File: config.mk
export PLATFORM = sky130hd
export DESIGN_NAME = khc_core
export DESIGN_NICKNAME = d
export VERILOG_FILES = /design/src/khc_pkg.sv /design/src/khc_core.sv /design/src/khc_event_fifo.sv /design/src/khc_pwm_timer.sv
export SDC_FILE = /design/constraint.sdc
export NUM_CORES = 1
export LEC_CHECK = 0
export BUFFER_PORTS_ARGS = -buffer_cell sky130_fd_sc_hd__buf_2
export CELL_PAD_IN_SITES_DETAIL_PLACEMENT = 0
export CELL_PAD_IN_SITES_GLOBAL_PLACEMENT = 2
export CORE_MARGIN = 2
export CORE_UTILIZATION = 42
export DETAILED_ROUTE_END_ITERATION = 10
export MAX_ROUTING_LAYER = met4
export PLACE_DENSITY_LB_ADDON = 0.1
export SYNTH_ARGS = -nofsm -noshare
export SYNTH_HDL_FRONTEND = slang
export SYNTH_SLANG_ARGS = --single-unit
File: constraint.sdc
create_clock -name clk_sys -period 11 [get_ports clk_sys]
set_input_delay 1.1 -clock clk_sys [delete_from_list [all_inputs] [get_ports clk_sys]]
set_output_delay 1.1 -clock clk_sys [all_outputs]
set_load 0.02 [all_outputs]
File: src/khc_pkg.sv
// Purpose: Shared constants and types of the key-scan host command core.
// Assumes: 40 MHz clk_sys, APB register access, synchronous inputs.
// Notes: Command codes without a printed value are local choices.
package khc_pkg;
    // Event queue
    localparam int FIFO_DEPTH = 14;
    localparam logic [7:0] EMPTY_CODE = 8'h00;

    // Command codes
    localparam logic [7:0] CMD_EVENT_READ = 8'h20;
    localparam logic [7:0] CMD_REPEAT_READ = 8'h21;
    localparam logic [7:0] CMD_DEBOUNCE = 8'h22;
    localparam logic [7:0] CMD_ACTIVE_TIME = 8'h24;
    localparam logic [7:0] CMD_PWM_PERIOD = 8'h30;
    localparam logic [7:0] CMD_PWM_DUTY = 8'h31;
    localparam logic [7:0] CMD_PWM_CTRL = 8'h32;
    localparam logic [7:0] CMD_READ_INT = 8'hd0;
    localparam logic [7:0] CMD_SET_EXT_INT = 8'hd1;
    localparam logic [7:0] CMD_READ_STAT = 8'he0;
    localparam logic [7:0] CMD_READ_ERROR = 8'hf0;
    localparam logic [7:0] CMD_GPIO_DIR = 8'hf8;
    localparam logic [7:0] CMD_GPIO_OUT = 8'hf9;
    localparam logic [7:0] CMD_GPIO_READ = 8'hfa;

    // Status codes
    localparam logic [7:0] ST_RESET = 8'h00;
    localparam logic [7:0] ST_WAKE_EXT = 8'h02;
    localparam logic [7:0] ST_ACK = 8'h06;
    localparam logic [7:0] ST_NOACK = 8'h15;

    // Interrupt code bits
    localparam int IC_W = 4;
    localparam int IC_KEY = 0;
    localparam int IC_EXA = 1;
    localparam int IC_EXB = 2;
    localparam int IC_ERR = 3;

    // Error code bits
    localparam int ER_EARLY = 0;
    localparam int ER_UNK = 1;
    localparam int ER_KEYS = 2;
    localparam int ER_WDRAW = 4;
    localparam int ER_FIFO = 6;

    // Pins
    localparam int GPIO_N = 4;
    localparam int AUX_A = 0;
    localparam int AUX_B = 1;
    localparam int PWM_EN_BIT = 0;
    localparam int PWM_LVL_BIT = 1;

    // APB map
    localparam logic [7:0] A_CMD = 8'h00;
    localparam logic [7:0] A_RESULT = 8'h04;
    localparam logic [7:0] A_EVDATA = 8'h08;
    localparam logic [7:0] A_ISR = 8'h0c;
    localparam logic [7:0] A_IMR = 8'h10;
    localparam logic [7:0] A_STATE = 8'h14;

    // Sticky status bits
    localparam int IS_W = 4;
    localparam int IS_KEY = 0;
    localparam int IS_EDGE = 1;
    localparam int IS_ERR = 2;
    localparam int IS_DONE = 3;

    // Timing
    localparam logic [9:0] DEB_RESET_MS = 10'h00a;
    localparam logic [9:0] DEB_STEP_MS = 10'h004;
    localparam logic [15:0] ACT_RESET_MS = 16'h01f4;
    localparam int CLK_PERIOD_NS = 25;
    localparam int MS_NS = 1000000;
    localparam int MS_CYCLES_DEF = MS_NS / CLK_PERIOD_NS;

    // Power states
    typedef enum logic [2:0] {
        PW_ACTIVE = 3'b001,
        PW_HALT = 3'b010,
        PW_WAKE = 3'b100
    } khc_pwr_t;

    // Command word as written to A_CMD
    typedef struct packed {
        logic [15:0] data;
        logic [7:0] code;
    } khc_cmd_t;
    localparam int CMD_W = $bits(khc_cmd_t);
endpackage : khc_pkg

File: src/khc_core.sv
// Purpose: Host command core: event queue, interrupt codes, power and pins.
// Assumes: All inputs synchronous to clk_sys; scanner feeds key events.
// Notes: Commands are written to A_CMD; read answers land in A_RESULT, queued events in A_EVDATA.
//
// The register addresses and register access over APB were chosen for this implementation.
`timescale 1ns/100ps
module khc_core #(
    parameter int MS_CYCLES = khc_pkg::MS_CYCLES_DEF
) (
    // Clock and reset
    input wire logic clk_sys,
    input wire logic srst,
    // APB slave
    input wire logic psel,
    input wire logic penable,
    input wire logic pwrite,
    input wire logic [7:0] paddr,
    input wire logic [31:0] pwdata,
    output logic [31:0] prdata,
    output logic pready,
    output logic pslverr,
    // Key scanner
    input wire logic key_evt_valid,
    input wire logic [7:0] key_evt_code,
    input wire logic key_down,
    input wire logic key_overrun,
    output logic [9:0] debounce_ms,
    // Pins
    input wire logic [3:0] gpio_i,
    output logic [3:0] gpio_o,
    output logic [3:0] gpio_oe,
    output logic pwm_o,
    // Power and interrupts
    output logic osc_run,
    output logic irq_n,
    output logic irq
);
    localparam logic [15:0] MS_LAST = 16'(MS_CYCLES - 1);
    localparam logic [3:0] DEPTH4 = 4'(khc_pkg::FIFO_DEPTH);

    khc_pkg::khc_pwr_t pwr_r;
    khc_pkg::khc_cmd_t cmd;
    logic acc, refused, mapped, wr_acc, rd_acc, cmd_go, cmd_known;
    logic [3:0] cursor_r, drop_cnt, fifo_count;
    logic [7:0] peek_data;
    logic [7:0] result_r, status_r, err_r, err_set;
    logic [khc_pkg::IC_W-1:0] int_code_r, int_set;
    logic [khc_pkg::IS_W-1:0] isr_r, imr_r, isr_set;
    logic [1:0] ext_en_r, aux_prev_r, edges, ext_set;
    logic [9:0] debounce_r;
    logic [15:0] active_ms_r, idle_ms_r, ms_cnt_r;
    logic ms_tick, wake_req;
    logic [3:0] gpio_dir_r, gpio_out_r;
    logic [15:0] pwm_period_r, pwm_duty_r;
    logic [1:0] pwm_ctl_r;
    logic pwm_wave, pwm_r;

    // APB decode; zero wait states, unmapped or refused gives pslverr
    assign acc = psel && penable;
    assign refused = pwr_r != khc_pkg::PW_ACTIVE;
    always_comb begin
        unique case (paddr)
            khc_pkg::A_CMD, khc_pkg::A_RESULT, khc_pkg::A_EVDATA,
            khc_pkg::A_ISR, khc_pkg::A_IMR, khc_pkg::A_STATE: mapped = 1'b1;
            default: mapped = 1'b0;
        endcase
    end
    assign pready = 1'b1;
    assign pslverr = acc && (!mapped || refused);
    assign wr_acc = acc && pwrite && mapped && !refused;
    assign rd_acc = acc && !pwrite && mapped && !refused;

    // Read mux over stored state and live gpio_i; A_CMD reads back the low 24 bits of the current pwdata
    always_comb begin
        prdata = '0;
        if (rd_acc) begin
            unique case (paddr)
                khc_pkg::A_CMD: prdata = 32'(cmd);
                khc_pkg::A_RESULT: prdata = 32'(result_r);
                khc_pkg::A_EVDATA: prdata = 32'(peek_data);
                khc_pkg::A_ISR: prdata = 32'(isr_r);
                khc_pkg::A_IMR: prdata = 32'(imr_r);
                khc_pkg::A_STATE: prdata = 32'({pwr_r, fifo_count, gpio_i});
                default: prdata = '0;
            endcase
        end
    end

    // Command decode
    assign cmd = khc_pkg::khc_cmd_t'(pwdata[khc_pkg::CMD_W-1:0]);
    assign cmd_go = wr_acc && (paddr == khc_pkg::A_CMD);
    always_comb begin
        case (cmd.code)
            khc_pkg::CMD_EVENT_READ, khc_pkg::CMD_REPEAT_READ, khc_pkg::CMD_DEBOUNCE,
            khc_pkg::CMD_ACTIVE_TIME, khc_pkg::CMD_PWM_PERIOD, khc_pkg::CMD_PWM_DUTY,
            khc_pkg::CMD_PWM_CTRL, khc_pkg::CMD_READ_INT, khc_pkg::CMD_SET_EXT_INT,
            khc_pkg::CMD_READ_STAT, khc_pkg::CMD_READ_ERROR, khc_pkg::CMD_GPIO_DIR,
            khc_pkg::CMD_GPIO_OUT, khc_pkg::CMD_GPIO_READ: cmd_known = 1'b1;
            default: cmd_known = 1'b0;
        endcase
    end

    // Event queue; a new read commits what the last read delivered
    assign drop_cnt = (cmd_go && cmd.code == khc_pkg::CMD_EVENT_READ) ? cursor_r : '0;
    khc_event_fifo u_fifo (
        .clk_sys(clk_sys),
        .srst(srst),
        .push(key_evt_valid),
        .push_data(key_evt_code),
        .drop_cnt(drop_cnt),
        .peek_idx(cursor_r),
        .peek_data(peek_data),
        .count(fifo_count)
    );

    // Read cursor: repeat read rewinds it without consuming entries
    always_ff @(posedge clk_sys) begin
        if (srst) begin
            cursor_r <= '0;
        end else if (cmd_go && (cmd.code == khc_pkg::CMD_EVENT_READ ||
                                cmd.code == khc_pkg::CMD_REPEAT_READ)) begin
            cursor_r <= '0;
        end else if (rd_acc && paddr == khc_pkg::A_EVDATA && cursor_r < fifo_count) begin
            cursor_r <= cursor_r + 4'h1;
        end
    end

    // Aux pin edges; a lone enabled source sets both edge bits
    assign edges = (gpio_i[khc_pkg::AUX_B:khc_pkg::AUX_A] ^ aux_prev_r) & ext_en_r
                   & ~gpio_dir_r[khc_pkg::AUX_B:khc_pkg::AUX_A];
    assign ext_set[0] = edges[0] | (edges[1] & ~ext_en_r[0]);
    assign ext_set[1] = edges[1] | (edges[0] & ~ext_en_r[1]);
    always_ff @(posedge clk_sys) begin
        if (srst) begin
            aux_prev_r <= '0;
        end else begin
            aux_prev_r <= gpio_i[khc_pkg::AUX_B:khc_pkg::AUX_A];
        end
    end

    // New error causes
    always_comb begin
        err_set = '0;
        err_set[khc_pkg::ER_FIFO] = key_evt_valid && fifo_count == DEPTH4
                                    && drop_cnt == '0;
        err_set[khc_pkg::ER_KEYS] = key_overrun;
        err_set[khc_pkg::ER_UNK] = cmd_go && !cmd_known;
        err_set[khc_pkg::ER_EARLY] = acc && refused;
        err_set[khc_pkg::ER_WDRAW] = cmd_go && cmd.code == khc_pkg::CMD_SET_EXT_INT
            && |(ext_en_r & ~cmd.data[1:0])
            && (int_code_r[khc_pkg::IC_EXA] | int_code_r[khc_pkg::IC_EXB]);
    end

    // Error byte: read command clears it, a same-cycle new error survives
    always_ff @(posedge clk_sys) begin
        if (srst) begin
            err_r <= '0;
        end else if (cmd_go && cmd.code == khc_pkg::CMD_READ_ERROR) begin
            err_r <= err_set;
        end else begin
            err_r <= err_r | err_set;
        end
    end

    // Interrupt code: set wins over the acknowledge in the same cycle
    always_comb begin
        int_set = '0;
        int_set[khc_pkg::IC_KEY] = key_evt_valid;
        int_set[khc_pkg::IC_EXA] = ext_set[0];
        int_set[khc_pkg::IC_EXB] = ext_set[1];
        int_set[khc_pkg::IC_ERR] = |err_set;
    end
    always_ff @(posedge clk_sys) begin
        if (srst) begin
            int_code_r <= '0;
        end else if (cmd_go && cmd.code == khc_pkg::CMD_READ_INT) begin
            int_code_r <= int_set;
        end else begin
            int_code_r <= int_code_r | int_set;
        end
    end
    assign irq_n = ~|int_code_r;

    // Answer byte for read commands
    always_ff @(posedge clk_sys) begin
        if (srst) begin
            result_r <= '0;
        end else if (cmd_go) begin
            case (cmd.code)
                khc_pkg::CMD_READ_INT: result_r <= 8'(int_code_r);
                khc_pkg::CMD_READ_STAT: result_r <= status_r;
                khc_pkg::CMD_READ_ERROR: result_r <= err_r;
                khc_pkg::CMD_GPIO_READ: result_r <= 8'(gpio_i);
                default: result_r <= result_r;
            endcase
        end
    end

    // Status: reading it leaves it unchanged so it tells of the prior command
    always_ff @(posedge clk_sys) begin
        if (srst) begin
            status_r <= khc_pkg::ST_RESET;
        end else if (cmd_go && cmd.code != khc_pkg::CMD_READ_STAT) begin
            status_r <= cmd_known ? khc_pkg::ST_ACK : khc_pkg::ST_NOACK;
        end else if (pwr_r == khc_pkg::PW_HALT && |edges) begin
            status_r <= khc_pkg::ST_WAKE_EXT;
        end
    end

    // Host settings
    always_ff @(posedge clk_sys) begin
        if (srst) begin
            debounce_r <= khc_pkg::DEB_RESET_MS;
            active_ms_r <= khc_pkg::ACT_RESET_MS;
            ext_en_r <= '0;
            gpio_dir_r <= '0;
            gpio_out_r <= '0;
            pwm_period_r <= '0;
            pwm_duty_r <= '0;
            pwm_ctl_r <= '0;
        end else if (cmd_go) begin
            case (cmd.code)
                khc_pkg::CMD_DEBOUNCE:
                    debounce_r <= 10'(cmd.data[7:0]) * khc_pkg::DEB_STEP_MS;
                khc_pkg::CMD_ACTIVE_TIME: active_ms_r <= cmd.data;
                khc_pkg::CMD_SET_EXT_INT: ext_en_r <= cmd.data[1:0];
                khc_pkg::CMD_GPIO_DIR: gpio_dir_r <= cmd.data[3:0];
                khc_pkg::CMD_GPIO_OUT: gpio_out_r <= cmd.data[3:0];
                khc_pkg::CMD_PWM_PERIOD: pwm_period_r <= cmd.data;
                khc_pkg::CMD_PWM_DUTY: pwm_duty_r <= cmd.data;
                khc_pkg::CMD_PWM_CTRL: pwm_ctl_r <= cmd.data[1:0];
                default: ext_en_r <= ext_en_r;
            endcase
        end
    end
    assign debounce_ms = debounce_r;
    assign gpio_o = gpio_out_r;
    assign gpio_oe = gpio_dir_r;

    // Modulated pin, or static level when the timer is off
    khc_pwm_timer u_pwm (
        .clk_sys(clk_sys),
        .srst(srst),
        .enable(pwm_ctl_r[khc_pkg::PWM_EN_BIT]),
        .period(pwm_period_r),
        .duty(pwm_duty_r),
        .wave(pwm_wave)
    );
    always_ff @(posedge clk_sys) begin
        if (srst) begin
            pwm_r <= 1'b0;
        end else begin
            pwm_r <= pwm_ctl_r[khc_pkg::PWM_EN_BIT] ? pwm_wave
                     : pwm_ctl_r[khc_pkg::PWM_LVL_BIT];
        end
    end
    assign pwm_o = pwm_r;

    // Millisecond tick and idle time since the last key activity
    assign ms_tick = ms_cnt_r == MS_LAST;
    always_ff @(posedge clk_sys) begin
        if (srst || pwr_r != khc_pkg::PW_ACTIVE) begin
            ms_cnt_r <= '0;
        end else begin
            ms_cnt_r <= ms_tick ? '0 : ms_cnt_r + 16'h0001;
        end
    end
    always_ff @(posedge clk_sys) begin
        if (srst || key_down || key_evt_valid || pwr_r != khc_pkg::PW_ACTIVE) begin
            idle_ms_r <= '0;
        end else if (ms_tick && idle_ms_r != '1) begin
            idle_ms_r <= idle_ms_r + 16'h0001;
        end
    end

    // Power state; halt stops the oscillator until a wake source appears
    assign wake_req = psel || key_down || key_evt_valid || |edges;
    always_ff @(posedge clk_sys) begin
        if (srst) begin
            pwr_r <= khc_pkg::PW_ACTIVE;
        end else begin
            unique case (pwr_r)
                khc_pkg::PW_ACTIVE: begin
                    if (!key_down && idle_ms_r >= active_ms_r) begin
                        pwr_r <= khc_pkg::PW_HALT;
                    end
                end
                khc_pkg::PW_HALT: begin
                    if (wake_req) begin
                        pwr_r <= khc_pkg::PW_WAKE;
                    end
                end
                khc_pkg::PW_WAKE: pwr_r <= khc_pkg::PW_ACTIVE;
                default: pwr_r <= khc_pkg::PW_ACTIVE;
            endcase
        end
    end
    assign osc_run = pwr_r != khc_pkg::PW_HALT;

    // Sticky interrupt status, write one to clear, set wins
    always_comb begin
        isr_set = '0;
        isr_set[khc_pkg::IS_KEY] = key_evt_valid;
        isr_set[khc_pkg::IS_EDGE] = |edges;
        isr_set[khc_pkg::IS_ERR] = |err_set;
        isr_set[khc_pkg::IS_DONE] = cmd_go;
    end
    always_ff @(posedge clk_sys) begin
        if (srst) begin
            isr_r <= '0;
        end else if (wr_acc && paddr == khc_pkg::A_ISR) begin
            isr_r <= (isr_r & ~pwdata[khc_pkg::IS_W-1:0]) | isr_set;
        end else begin
            isr_r <= isr_r | isr_set;
        end
    end
    always_ff @(posedge clk_sys) begin
        if (srst) begin
            imr_r <= '0;
        end else if (wr_acc && paddr == khc_pkg::A_IMR) begin
            imr_r <= pwdata[khc_pkg::IS_W-1:0];
        end
    end
    assign irq = |(isr_r & imr_r);
endmodule : khc_core

File: src/khc_event_fifo.sv
// Purpose: Fourteen-entry key event queue with peek and bulk drop.
// Assumes: drop_cnt never exceeds the current count.
// Notes: Pushes into a full queue are discarded; the caller flags them.
`timescale 1ns/100ps
module khc_event_fifo (
    // Clock and reset
    input wire logic clk_sys,
    input wire logic srst,
    // Fill side
    input wire logic push,
    input wire logic [7:0] push_data,
    // Drain side
    input wire logic [3:0] drop_cnt,
    input wire logic [3:0] peek_idx,
    output logic [7:0] peek_data,
    output logic [3:0] count
);
    localparam logic [4:0] DEPTH5 = 5'(khc_pkg::FIFO_DEPTH);
    localparam logic [3:0] DEPTH4 = 4'(khc_pkg::FIFO_DEPTH);

    logic [7:0] mem_r [khc_pkg::FIFO_DEPTH];
    logic [3:0] head_r;
    logic [3:0] tail_r;
    logic [3:0] count_r;
    logic do_push;

    function automatic logic [3:0] wrap(input logic [4:0] v);
        return (v >= DEPTH5) ? 4'(v - DEPTH5) : v[3:0];
    endfunction

    // Room freed by a drop in the same cycle counts, so no event is lost unflagged
    assign do_push = push && (count_r - drop_cnt != DEPTH4);

    // Pointers and fill level
    always_ff @(posedge clk_sys) begin
        if (srst) begin
            head_r <= '0;
            tail_r <= '0;
            count_r <= '0;
        end else begin
            head_r <= wrap({1'b0, head_r} + {1'b0, drop_cnt});
            if (do_push) begin
                tail_r <= wrap({1'b0, tail_r} + 5'h01);
            end
            count_r <= count_r - drop_cnt + 4'(do_push);
        end
    end

    // Storage; entries carry no reset since count guards them
    always_ff @(posedge clk_sys) begin
        if (do_push) begin
            mem_r[tail_r] <= push_data;
        end
    end

    // Past the last entry the empty code reads back
    assign peek_data = (peek_idx < count_r) ?
        mem_r[wrap({1'b0, head_r} + {1'b0, peek_idx})] : khc_pkg::EMPTY_CODE;
    assign count = count_r;
endmodule : khc_event_fifo

File: src/khc_pwm_timer.sv
// Purpose: 16-bit period and duty timer for the modulated pin.
// Assumes: Period and duty are held stable by the caller.
// Notes: Output is high while the count is below duty.
`timescale 1ns/100ps
module khc_pwm_timer (
    // Clock and reset
    input wire logic clk_sys,
    input wire logic srst,
    // Settings
    input wire logic enable,
    input wire logic [15:0] period,
    input wire logic [15:0] duty,
    // Waveform
    output logic wave
);
    logic [15:0] cnt_r;
    logic wave_r;

    // Free counter, restarted when disabled so each run starts aligned
    always_ff @(posedge clk_sys) begin
        if (srst || !enable) begin
            cnt_r <= '0;
            wave_r <= 1'b0;
        end else begin
            cnt_r <= (cnt_r >= period) ? '0 : cnt_r + 16'h0001;
            wave_r <= cnt_r < duty;
        end
    end

    assign wave = wave_r;
endmodule : khc_pwm_timer
; Word-level counts from Yosys, hierarchy flattened
; Memory sizes are Yosys's and may differ from the RTL's.
; Cells that the tools add are included.
[word_totals]
reg_bits = 176
ramBits = 112
wordCells = 189
memories = 1
[mem_list]
columns = memory, words, width, read_ports, rd_clocked_by_memory_dff, wr, line
row1 = u_fifo.mem_r, 14, 8, 1, 0, 1, khc_event_fifo.sv:21  ; logic [7:0] mem_r [khc_pkg::FIFO_DEPTH];
[op_classes]
n_addsub = 12
order_cmp = 7
eq_ne = 30
mux = 22
bitwise = 20
n_reduce_logical = 71
[op_table]
columns = op, n
row1 = one-hot mux 24 bit (6 select lines), 1
row2 = equality test 8 x 6 -> 1 bit (second input constant), 7
row3 = equality test 8 bit (second input constant), 7
row4 = adder 16 x 1 -> 16 bit (second input constant), 3
row5 = >= comparator 16 bit, 2
row6 = one-hot mux 8 bit (4 select lines), 1
row7 = logical AND 1 bit, 29
row8 = 2-to-1 mux 24 bit, 1
row9 = 2-to-1 mux 4 bit, 6
row10 = 2-to-1 mux 8 bit, 3
row11 = AND reduction 2 bit, 10
row12 = equality test 16 bit (second input constant), 1
row13 = equality test 8 x 4 -> 1 bit (second input constant), 2
row14 = equality test 8 x 5 -> 1 bit (second input constant), 2
row15 = less-than comparator 16 bit, 1
row16 = inequality test 16 bit (second input constant), 1
row17 = >= comparator 5 x 4 -> 1 bit (second input constant), 3
row18 = OR reduction 14 bit, 1
row19 = OR 4 bit, 3
row20 = OR reduction 2 bit, 6
row21 = subtractor 4 bit (second input constant), 3
row22 = adder 4 x 4 -> 5 bit, 2
row23 = logical OR 1 bit, 10
row24 = bitwise AND 4 bit, 2
row25 = other kinds (35), 55

; Logic depth before layout (Yosys ltp)
; Gate-level depths: netlist of run 1.
[logic_depth]
depth_word = 13
depth_mapped = 18
mapped_depth_nobuf = 15

; Cells and area by module
; From an unflattened synthesis of run 1, not the netlist that was laid out.
[hier_totals]
hier_cells = 1386
hier_area_um2 = 13987.2
[modules_own_cells]
columns = module, instances, cells_per_inst, area_per_inst_um2, seq_area_each_um2
row1 = khc_core, 1, 824, 6830.3, 2742.6
row2 = khc_event_fifo, 1, 386, 5688.0, 3603.5
row3 = khc_pwm_timer, 1, 176, 1468.9, 340.3

; Worst setup path after synthesis of run 1
; OpenSTA, ideal clock, no wires.
[synth_path]
kind = in2reg
start = in paddr[7]
end = mem u_fifo.mem_r[2][0] (enable)
setup_ns = 0.380
arrival_time_ns = 4.462
slack_ns = 6.158
stages = 15
path_buffers = 2
cell_sequence = or4_1 nor4_4 and4_1 buf_4 nand2_1 nor2_1 nand2_1 ha_1 a21o_1 a21oi_1 xnor2_1 xnor2_2 o21ai_2 buf_6 nor4b_2
[synth_between]
elab_chain_cells = 13
elab_cells_between_ends = 18
[synth_rtl]
columns = item, line
row1 = "start, declared", khc_core.sv:17  ; input wire logic [7:0] paddr,
row2 = equality test 8 x 4 -> 1 bit (tied with other cells), khc_core.sv:62  ; unique case (paddr)
row3 = OR reduction 6 bit, khc_core.sv:62
row4 = 2-to-1 mux 1 bit, khc_core.sv:62
row5 = logical AND 1 bit (2 in a row), khc_core.sv:70  ; assign wr_acc = acc && pwrite && mapped && !refused;
row6 = logical AND 1 bit (*), khc_core.sv:91  ; assign cmd_go = wr_acc && (paddr == khc_pkg::A_CMD);
row7 = logical AND 1 bit (*), khc_core.sv:104  ; assign drop_cnt = (cmd_go && cmd.code == khc_pkg::CMD_EVENT_READ) ? cursor_r : '0;
row8 = 2-to-1 mux 4 bit (*), khc_core.sv:104
row9 = subtractor 4 bit (*), khc_event_fifo.sv:32  ; assign do_push = push && (count_r - drop_cnt != DEPTH4);
row10 = inequality test 4 bit (*), khc_event_fifo.sv:32
row11 = logical AND 1 bit (*), khc_event_fifo.sv:32
row12 = 2-to-1 mux 1 bit (*), khc_event_fifo.sv:51  ; if (do_push) begin
row13 = 2-to-1 mux 1 bit (implied by the code) (*), khc_event_fifo.sv:52  ; mem_r[tail_r] <= push_data;
row14 = "end, declared", khc_event_fifo.sv:21
; Mark *: on every way between the ends. The rest lies on a longest branch, timed or not.

; Final worst setup path of run 1
[layout_path]
start = reg cursor_r[0]
end = out prdata[4]
[layout_between]
elab_chain_cells = 7
elab_cells_between_ends = 9
[layout_rtl]
columns = item, line
row1 = "start, declared", khc_core.sv:44  ; logic [3:0] cursor_r, drop_cnt, fifo_count;
row2 = "start signal, assigned", khc_core.sv:124  ; cursor_r <= cursor_r + 4'h1;
row3 = adder 4 x 4 -> 5 bit, khc_event_fifo.sv:58  ; mem_r[wrap({1'b0, head_r} + {1'b0, peek_idx})] : khc_pkg::EMPTY_CODE;
row4 = subtractor 4 bit / >= comparator 5 x 4 -> 1 bit (equally long branches), khc_event_fifo.sv:28  ; return (v >= DEPTH5) ? 4'(v - DEPTH5) : v[3:0];
row5 = 2-to-1 mux 4 bit, khc_event_fifo.sv:28
row6 = memory read (14 x 8 bit), n/a
row7 = 2-to-1 mux 8 bit (*), khc_event_fifo.sv:57  ; assign peek_data = (peek_idx < count_r) ?
row8 = one-hot mux 24 bit (6 select lines) (*), khc_core.sv:77  ; unique case (paddr)
row9 = 2-to-1 mux 24 bit (*), khc_core.sv:76  ; if (rd_acc) begin
row10 = "end, declared", khc_core.sv:19  ; output logic [31:0] prdata,
; Marked as above.

==> results.cfg, run 1 <==
[routing]
vias = 10647
dr.pass1.iters = 5
wire_per_inst_um = 18.7
wirelength_um = 37400
ant_nets = 0
route.detailed.drc = 0
drt_iter0_markers = 526
viasPerCell = 5.33

[critical_path]
cp_slowest_cell = mux2i_2
worstPathRequired_ns = 9.90
path_buf_inv = 3
crit_start = cursor_r[0]
reg2reg_from = pwr_r[0]
cp_slowest_stage_delay_ns = 0.73
worstPathCellList = ha_1 > fa_1 > buf_4 > ha_1 > a211o_1 > o21a_1 > nor2_4 > mux2i_2 > buf_4 > mux4_2 > nor2_1 > o32ai_1 > buf_2
crit_path_end_kind = output port
path_class = reg2out
crit_arrival_ns = 5.16
path_delay_family = adder cells
path_max_fanout = 28
worstSetupStartpointType = flip-flop

[yosys]
synth-seq-area-share = 0.473
synthArstFlopShare = 0
ys_seq_elements = 278
postSynthAreaPerCell_um2 = 9.78
synth_edf_count = 112
yosys_warnings = 0
ys.flop_type = dfxtp_1
netlist_area_um2 = 14100
synth_cell_types = 74
synthCells = 1446

[placement]
placed_cells = 1940
dpl.hpwl_um = 27000
io_buffers = 97
gp_congestion = 0.790

[final_layout]
area.growth.synth_to_final_pct = 13.8
layout.nets = 1660
insertedDiodeCount = 0
final_cells = 1998
drive_gt1_frac = 0.130

[clock_tree]
cts_setup_buffers = 0
cts_resized = 0
postCtsHoldBufs = 0
clkLatencyLatePin_ns = 0.57
path_clk_slew_ns = 0.06
cts.path.max_buffers = 3
cts.sinks = 278
cts_tree = done
htreeDepth = 1
cts_buffers = 31
cts_root_buffer = clkbuf_16

[grt]
overflow = 0
grt_pass1_wl_um = 59600
grt_antenna_before_repair = 0
grt_pass1_vias = 10577
grt_max_degree = 73
grt_use_total = 0.220

[timing]
finalHoldViolCount = 0
rsz0062_at_grt = no
slew_headroom = 0.195
drv_slew = 0
tightest_slew_ns = 1.20
fin_tns_setup_ns = 0
fmax_ghz = 0.160
fin_worst_skew_ns = 0.0190
setup-violations-final = 0
period_needed_ns = 6.26
fin_crit_sh = 0.569

[power]
swShare = 0.218
peakVddDrop_mv = 0.124
totalPowerFinal_mw = 2.29
p_seq_frac = 0.476
internal_power_mw = 1.79
power_frac_clock = 0.484
power_density_nw_per_um2 = 142
power_leakage_nw = 6.24
p_sw_uw = 499
p_comb_frac = 0.040

[floorplan]
core_region_area_um2 = 33400
die_area_um2 = 35200
die_h_um = 188
die_w_um = 188
floorplan.rows = 67
start_util = 0.424
ios = 116

[worst_hold_path]
hold_path.startpoint = status_r[1]
hold_class = reg2reg

[run_status]
status = complete, no violations

[run]
maxCapViolCount = 0
## worst register-to-register path: stages (launching register included)
cell and delay [ns]:
dfxtp_1 0.35, or3b_1 0.56, nor4_4 0.41, and4_1 0.53, nand2_1 0.13, nor2_1 0.18
and2_1 0.18, ha_1 0.14, inv_1 0.05, fa_1 0.37, xor2_1 0.28, nand3_1 0.13
o21ai_2 0.77, nor3b_2 0.15, and2_1 0.38
## cell families (layout without fill, tap and decap cells)
logic type | Yosys count | in the layout | share of synthesized area
buffers and inverters | 153 | 249 | 0.0458
multiplexers | 100 | 100 | 0.0803
AND/OR/NAND/NOR | 519 | 519 | 0.177
XOR/XNOR | 56 | 56 | 0.0352
other | 2 | 10 | 0.000531
AO/OA/AOI/OAI | 263 | 263 | 0.121
adder cells (fa/ha/maj) | 75 | 75 | 0.0679
flip-flops | 278 | 278 | 0.473
## worst paths after layout
check | to | slack, ns | depth (start not counted)
worst max-delay path | prdata[4] | 4.74 | 13
worst min-delay path | status_r[1] | 0.44 | 2
worst max register to register | u_fifo.mem_r[4][5] | 6.07 | 14
worst min register to register | status_r[1] | 0.44 | 2
## metal layers
layer	wire [um]	vias to the layer above	track usage
met5	0	-	-
met4	858	0	0.0530
met3	1490	44	0.0245
met2	18000	209	0.370
met1	17100	5101	0.284
li1	-	5293	-
## stage by stage
stage	util	area [um2]	setup WS [ns]	hold WS, ns
CTS	0.482	16100	4.74	0.446
floorplan	-	14200	6.16	0.421
detailed placement	0.449	15000	5.28	0.437
finish	0.482	16100	4.74	0.443
global placement	0.449	15000	5.28	0.432
global route	0.482	16100	4.47	0.461
## power by group through the flow
stage / logic (mW) / registers (mW) / clock network (mW)
detailed placement: 0.0932 / 1.11 / 0
finish: 0.0922 / 1.09 / 1.11
global route: 0.101 / 1.09 / 1.18
global placement: 0.0927 / 1.11 / 0
CTS: 0.0936 / 1.09 / 1.13
floorplan: 0.0534 / 1.11 / 0
## final cells by class
cell class              count  area (um2)
clock inverters            15         216
clock buffers              43         881
flip-flops and latches    278        6690
multi-input cells        1023        6860
repair buffers            111         593
well taps                 448         561
fillers                  3272       17300
inverters                  80         300
## state kept, by name, summed over array words and instances (netlist names), 5 cells and up
name	cells
ms_cnt_r	16
active_ms_r	16
u_pwm.cnt_r	16
pwm_period_r	16
idle_ms_r	16
debounce_ms	9
pwm_duty_r	16
u_fifo.mem_r	112
err_r	5
result_r	6
## cell usage after synthesis (4+ instances only)
master,number,area share
a211oi_1,7,0.0037
a21o_1,20,0.011
a21oi_1,103,0.036
a221o_1,4,0.0028
a221oi_1,17,0.011
a22oi_1,8,0.0042
a31oi_1,8,0.0035
and2_1,33,0.015
and3_1,10,0.0044
and4_1,8,0.0050
buf_2,14,0.0050
buf_4,13,0.0069
clkbuf_1,44,0.012
dfxtp_1,166,0.23
edfxtp_1,112,0.24
ha_1,72,0.064
inv_1,80,0.021
mux2_2,5,0.0040
mux2i_1,84,0.059
mux4_2,10,0.016
nand2_1,159,0.042
nand2b_1,13,0.0057
nand3_1,33,0.012
nand4_1,23,0.010
nor2_1,165,0.044
nor2b_1,14,0.0062
nor3_1,18,0.0064
nor3b_1,5,0.0027
nor4_1,7,0.0031
nor4b_2,4,0.0042
o211ai_1,13,0.0069
o21a_1,4,0.0021
o21ai_0,31,0.011
o221ai_1,4,0.0025
o22a_1,4,0.0025
o22ai_1,5,0.0022
o31ai_1,4,0.0021
o32ai_1,6,0.0037
or3_1,11,0.0049
xnor2_1,25,0.015
xor2_1,30,0.019
## cells in the final DEF (no fill, tap or decap), types with 5 or more instances in the layout
| master | Yosys | final |
|---|---|---|
| dfxtp_1 | 166 | 166 |
| nor2_1 | 165 | 165 |
| nand2_1 | 159 | 159 |
| edfxtp_1 | 112 | 112 |
| a21oi_1 | 103 | 103 |
| buf_2 | 14 | 96 |
| mux2i_1 | 84 | 84 |
| inv_1 | 80 | 80 |
| ha_1 | 72 | 72 |
| and2_1 | 33 | 33 |
| nand3_1 | 33 | 33 |
| o21ai_0 | 31 | 31 |
| clkbuf_16 | 0 | 31 |
| xor2_1 | 30 | 30 |
| xnor2_1 | 25 | 25 |
| nand4_1 | 23 | 23 |
| a21o_1 | 20 | 20 |
| nor3_1 | 18 | 18 |
| a221oi_1 | 17 | 17 |
| buf_4 | 13 | 15 |
| nor2b_1 | 14 | 14 |
| nand2b_1 | 13 | 13 |
| o211ai_1 | 13 | 13 |
| or3_1 | 11 | 11 |
| and3_1 | 10 | 10 |
| mux4_2 | 10 | 10 |
| conb_1 | 2 | 10 |
| and4_1 | 8 | 8 |
| a22oi_1 | 8 | 8 |
| a31oi_1 | 8 | 8 |
| nor4_1 | 7 | 7 |
| a211oi_1 | 7 | 7 |
| o32ai_1 | 6 | 6 |
| clkbuf_1 | 44 | 6 |
| clkbuf_8 | 0 | 6 |
| nor3b_1 | 5 | 5 |
| mux2_2 | 5 | 5 |
| o22ai_1 | 5 | 5 |
| clkinv_2 | 0 | 5 |
| bufinv_16 | 0 | 5 |
(Power assumes the default switching activity.)
==> inputs of run 2 (changes only) <==
--- a/config.mk
+++ b/config.mk
@@ -9,7 +9,7 @@
 export CELL_PAD_IN_SITES_DETAIL_PLACEMENT = 0
 export CELL_PAD_IN_SITES_GLOBAL_PLACEMENT = 2
 export CORE_MARGIN = 2
-export CORE_UTILIZATION = 42
+export CORE_UTILIZATION = 35
 export DETAILED_ROUTE_END_ITERATION = 10
 export MAX_ROUTING_LAYER = met4
 export PLACE_DENSITY_LB_ADDON = 0.1
==> constraint.sdc (replaced) <==
create_clock -name clk_sys -period 5.3 [get_ports clk_sys]
set_input_delay 0.53 -clock clk_sys [delete_from_list [all_inputs] [get_ports clk_sys]]
set_output_delay 0.53 -clock clk_sys [all_outputs]
set_load 0.02 [all_outputs]
==> results.cfg, run 2 (synthesis results as in run 1) <==
[placement]
gp_congestion = 0.795
io_buffers = 97
dpl.hpwl_um = 29000
place_area_um2 = 15200
place_ws_ns = 0.554

[floorplan]
die_h_um = 205
core_region_area_um2 = 39800
floorplan.rows = 73
ios = 116
die_area_um2 = 42000
start_util = 0.355
die_w_um = 205

[timing]
slew_headroom = 0.224
drv_slew = 0
finalHoldViolCount = 0
tightest_slew_ns = 1.16
setup-violations-final = 0
fin_tns_setup_ns = 0
period_needed_ns = 5.06
fmax_ghz = 0.197
rsz0062_at_grt = no
fin_crit_sh = 0.956
setup_ws_ns = 0.235
fin_worst_skew_ns = 0.0248

[final_layout]
insertedDiodeCount = 0
largest_reg_flops = 112
final_area_um2 = 16300
drive_gt1_frac = 0.134
final_cell_mix = dfxtp_1, nor2_1, nand2_1
regMostFlops = u_fifo.mem_r
fillCellCount = 4021
mostFrequentLayoutCell = dfxtp_1
area.growth.synth_to_final_pct = 14.9
layout.nets = 1673

[critical_path]
path_class = reg2out
crit_path_end_kind = output port
worstSetupStartpointType = flip-flop
path_max_fanout = 7
worstPathRequired_ns = 4.77
crit_arrival_ns = 4.53

[grt]
grt_antenna_before_repair = 0
grt_max_degree = 68
grt_use_total = 0.204
grt_pass1_wl_um = 63400
grt_pass1_vias = 10750
overflow = 0

[clock_tree]
cts_buffers = 35
cts.sinks = 278
cts.path.max_buffers = 3
path_clk_slew_ns = 0.05
htreeDepth = 2
cts_tree = done
clkLatencyLatePin_ns = 0.55
postCtsHoldBufs = 0
cts_root_buffer = clkbuf_16

[power]
power_leakage_nw = 6.28
power_density_nw_per_um2 = 293
peakVddDrop_mv = 0.175

[run]
maxCapViolCount = 0

[routing]
dr.pass1.iters = 5
wirelength_um = 40900
wl_met2_um = 19200
route.detailed.drc = 0
wl_met1_um = 18500
wire_per_inst_um = 19.6
drt_iter0_markers = 575
viasPerCell = 5.18
wl_met3_um = 1640
ant_nets = 0
vias = 10825
highest_layer = met4

[worst_hold_path]
hold_class = in2reg

[run_status]
status = complete, no violations
[run 2: routing by layer]
layer  vias up  track usage
li1       5320            -
met1      5193        0.258
met2       230        0.331
met3        82       0.0280
met4         0       0.0822
met5         -            -
[run 2: critical path, stage by stage (launching register included)]
cell and delay [ns]:
dfxtp_1 0.38, ha_1 0.26, fa_1 0.40, xor2_1 0.25
ha_1 0.33, nor4_1 0.46, a2bb2oi_1 0.82, o21ai_0 0.36
a31oi_1 0.38, o32ai_1 0.16, buf_2 0.20
[run 2: path summary, 6_finish.rpt]
| path | start | endpoint | slack, ns | depth (start not counted) |
|---|---|---|---|---|
| hold reg to reg | status_r[1] | status_r[1] | 0.44 | 2 |
| setup reg to reg | pwr_r[0] | u_fifo.mem_r[1][3] | 0.86 | 13 |
| setup / recovery | cursor_r[0] | prdata[4] | 0.24 | 10 |
| hold / removal | key_overrun | err_r[2] | 0.24 | 3 |
[run 2: report_power, final]
part           internal (mW)  leakage, nW  switching [mW]
clock network           1.35        0.527           0.955
logic                 0.0613         3.40           0.141
registers               2.25         2.35          0.0135
total                   3.66         6.28            1.11
[run 2: through the flow]
step            util  hold slack [ns]  std cells  total power [mW]
3_3_place_gp   0.381            0.436       2026              2.51
4_1_cts        0.408            0.202       2089              4.84
2_1_floorplan      -            0.421       1454              2.41
5_1_grt        0.408            0.237       2089              4.94
6_report       0.408            0.239       2089              4.77
3_5_place_dp   0.381            0.435       2026              2.51
[run 2: final cells by class]
class                   instances  area (um2)  share of cell area
flip-flops and latches        278        6690               0.411
clock buffers                  48         945              0.0581
clock inverters                15         139             0.00854
inverters                      80         300              0.0185
well taps                     525         657              0.0404
repair buffers                120         661              0.0406
multi-input cells            1023        6870               0.423
[run 2: repair_timing]
| action | in CTS | in global routing |
|---|---|---|
| setup buffers | 0 | 0 |
| setup endpoints to repair | 0 | 4 |
| resized for setup | 0 | 1 |
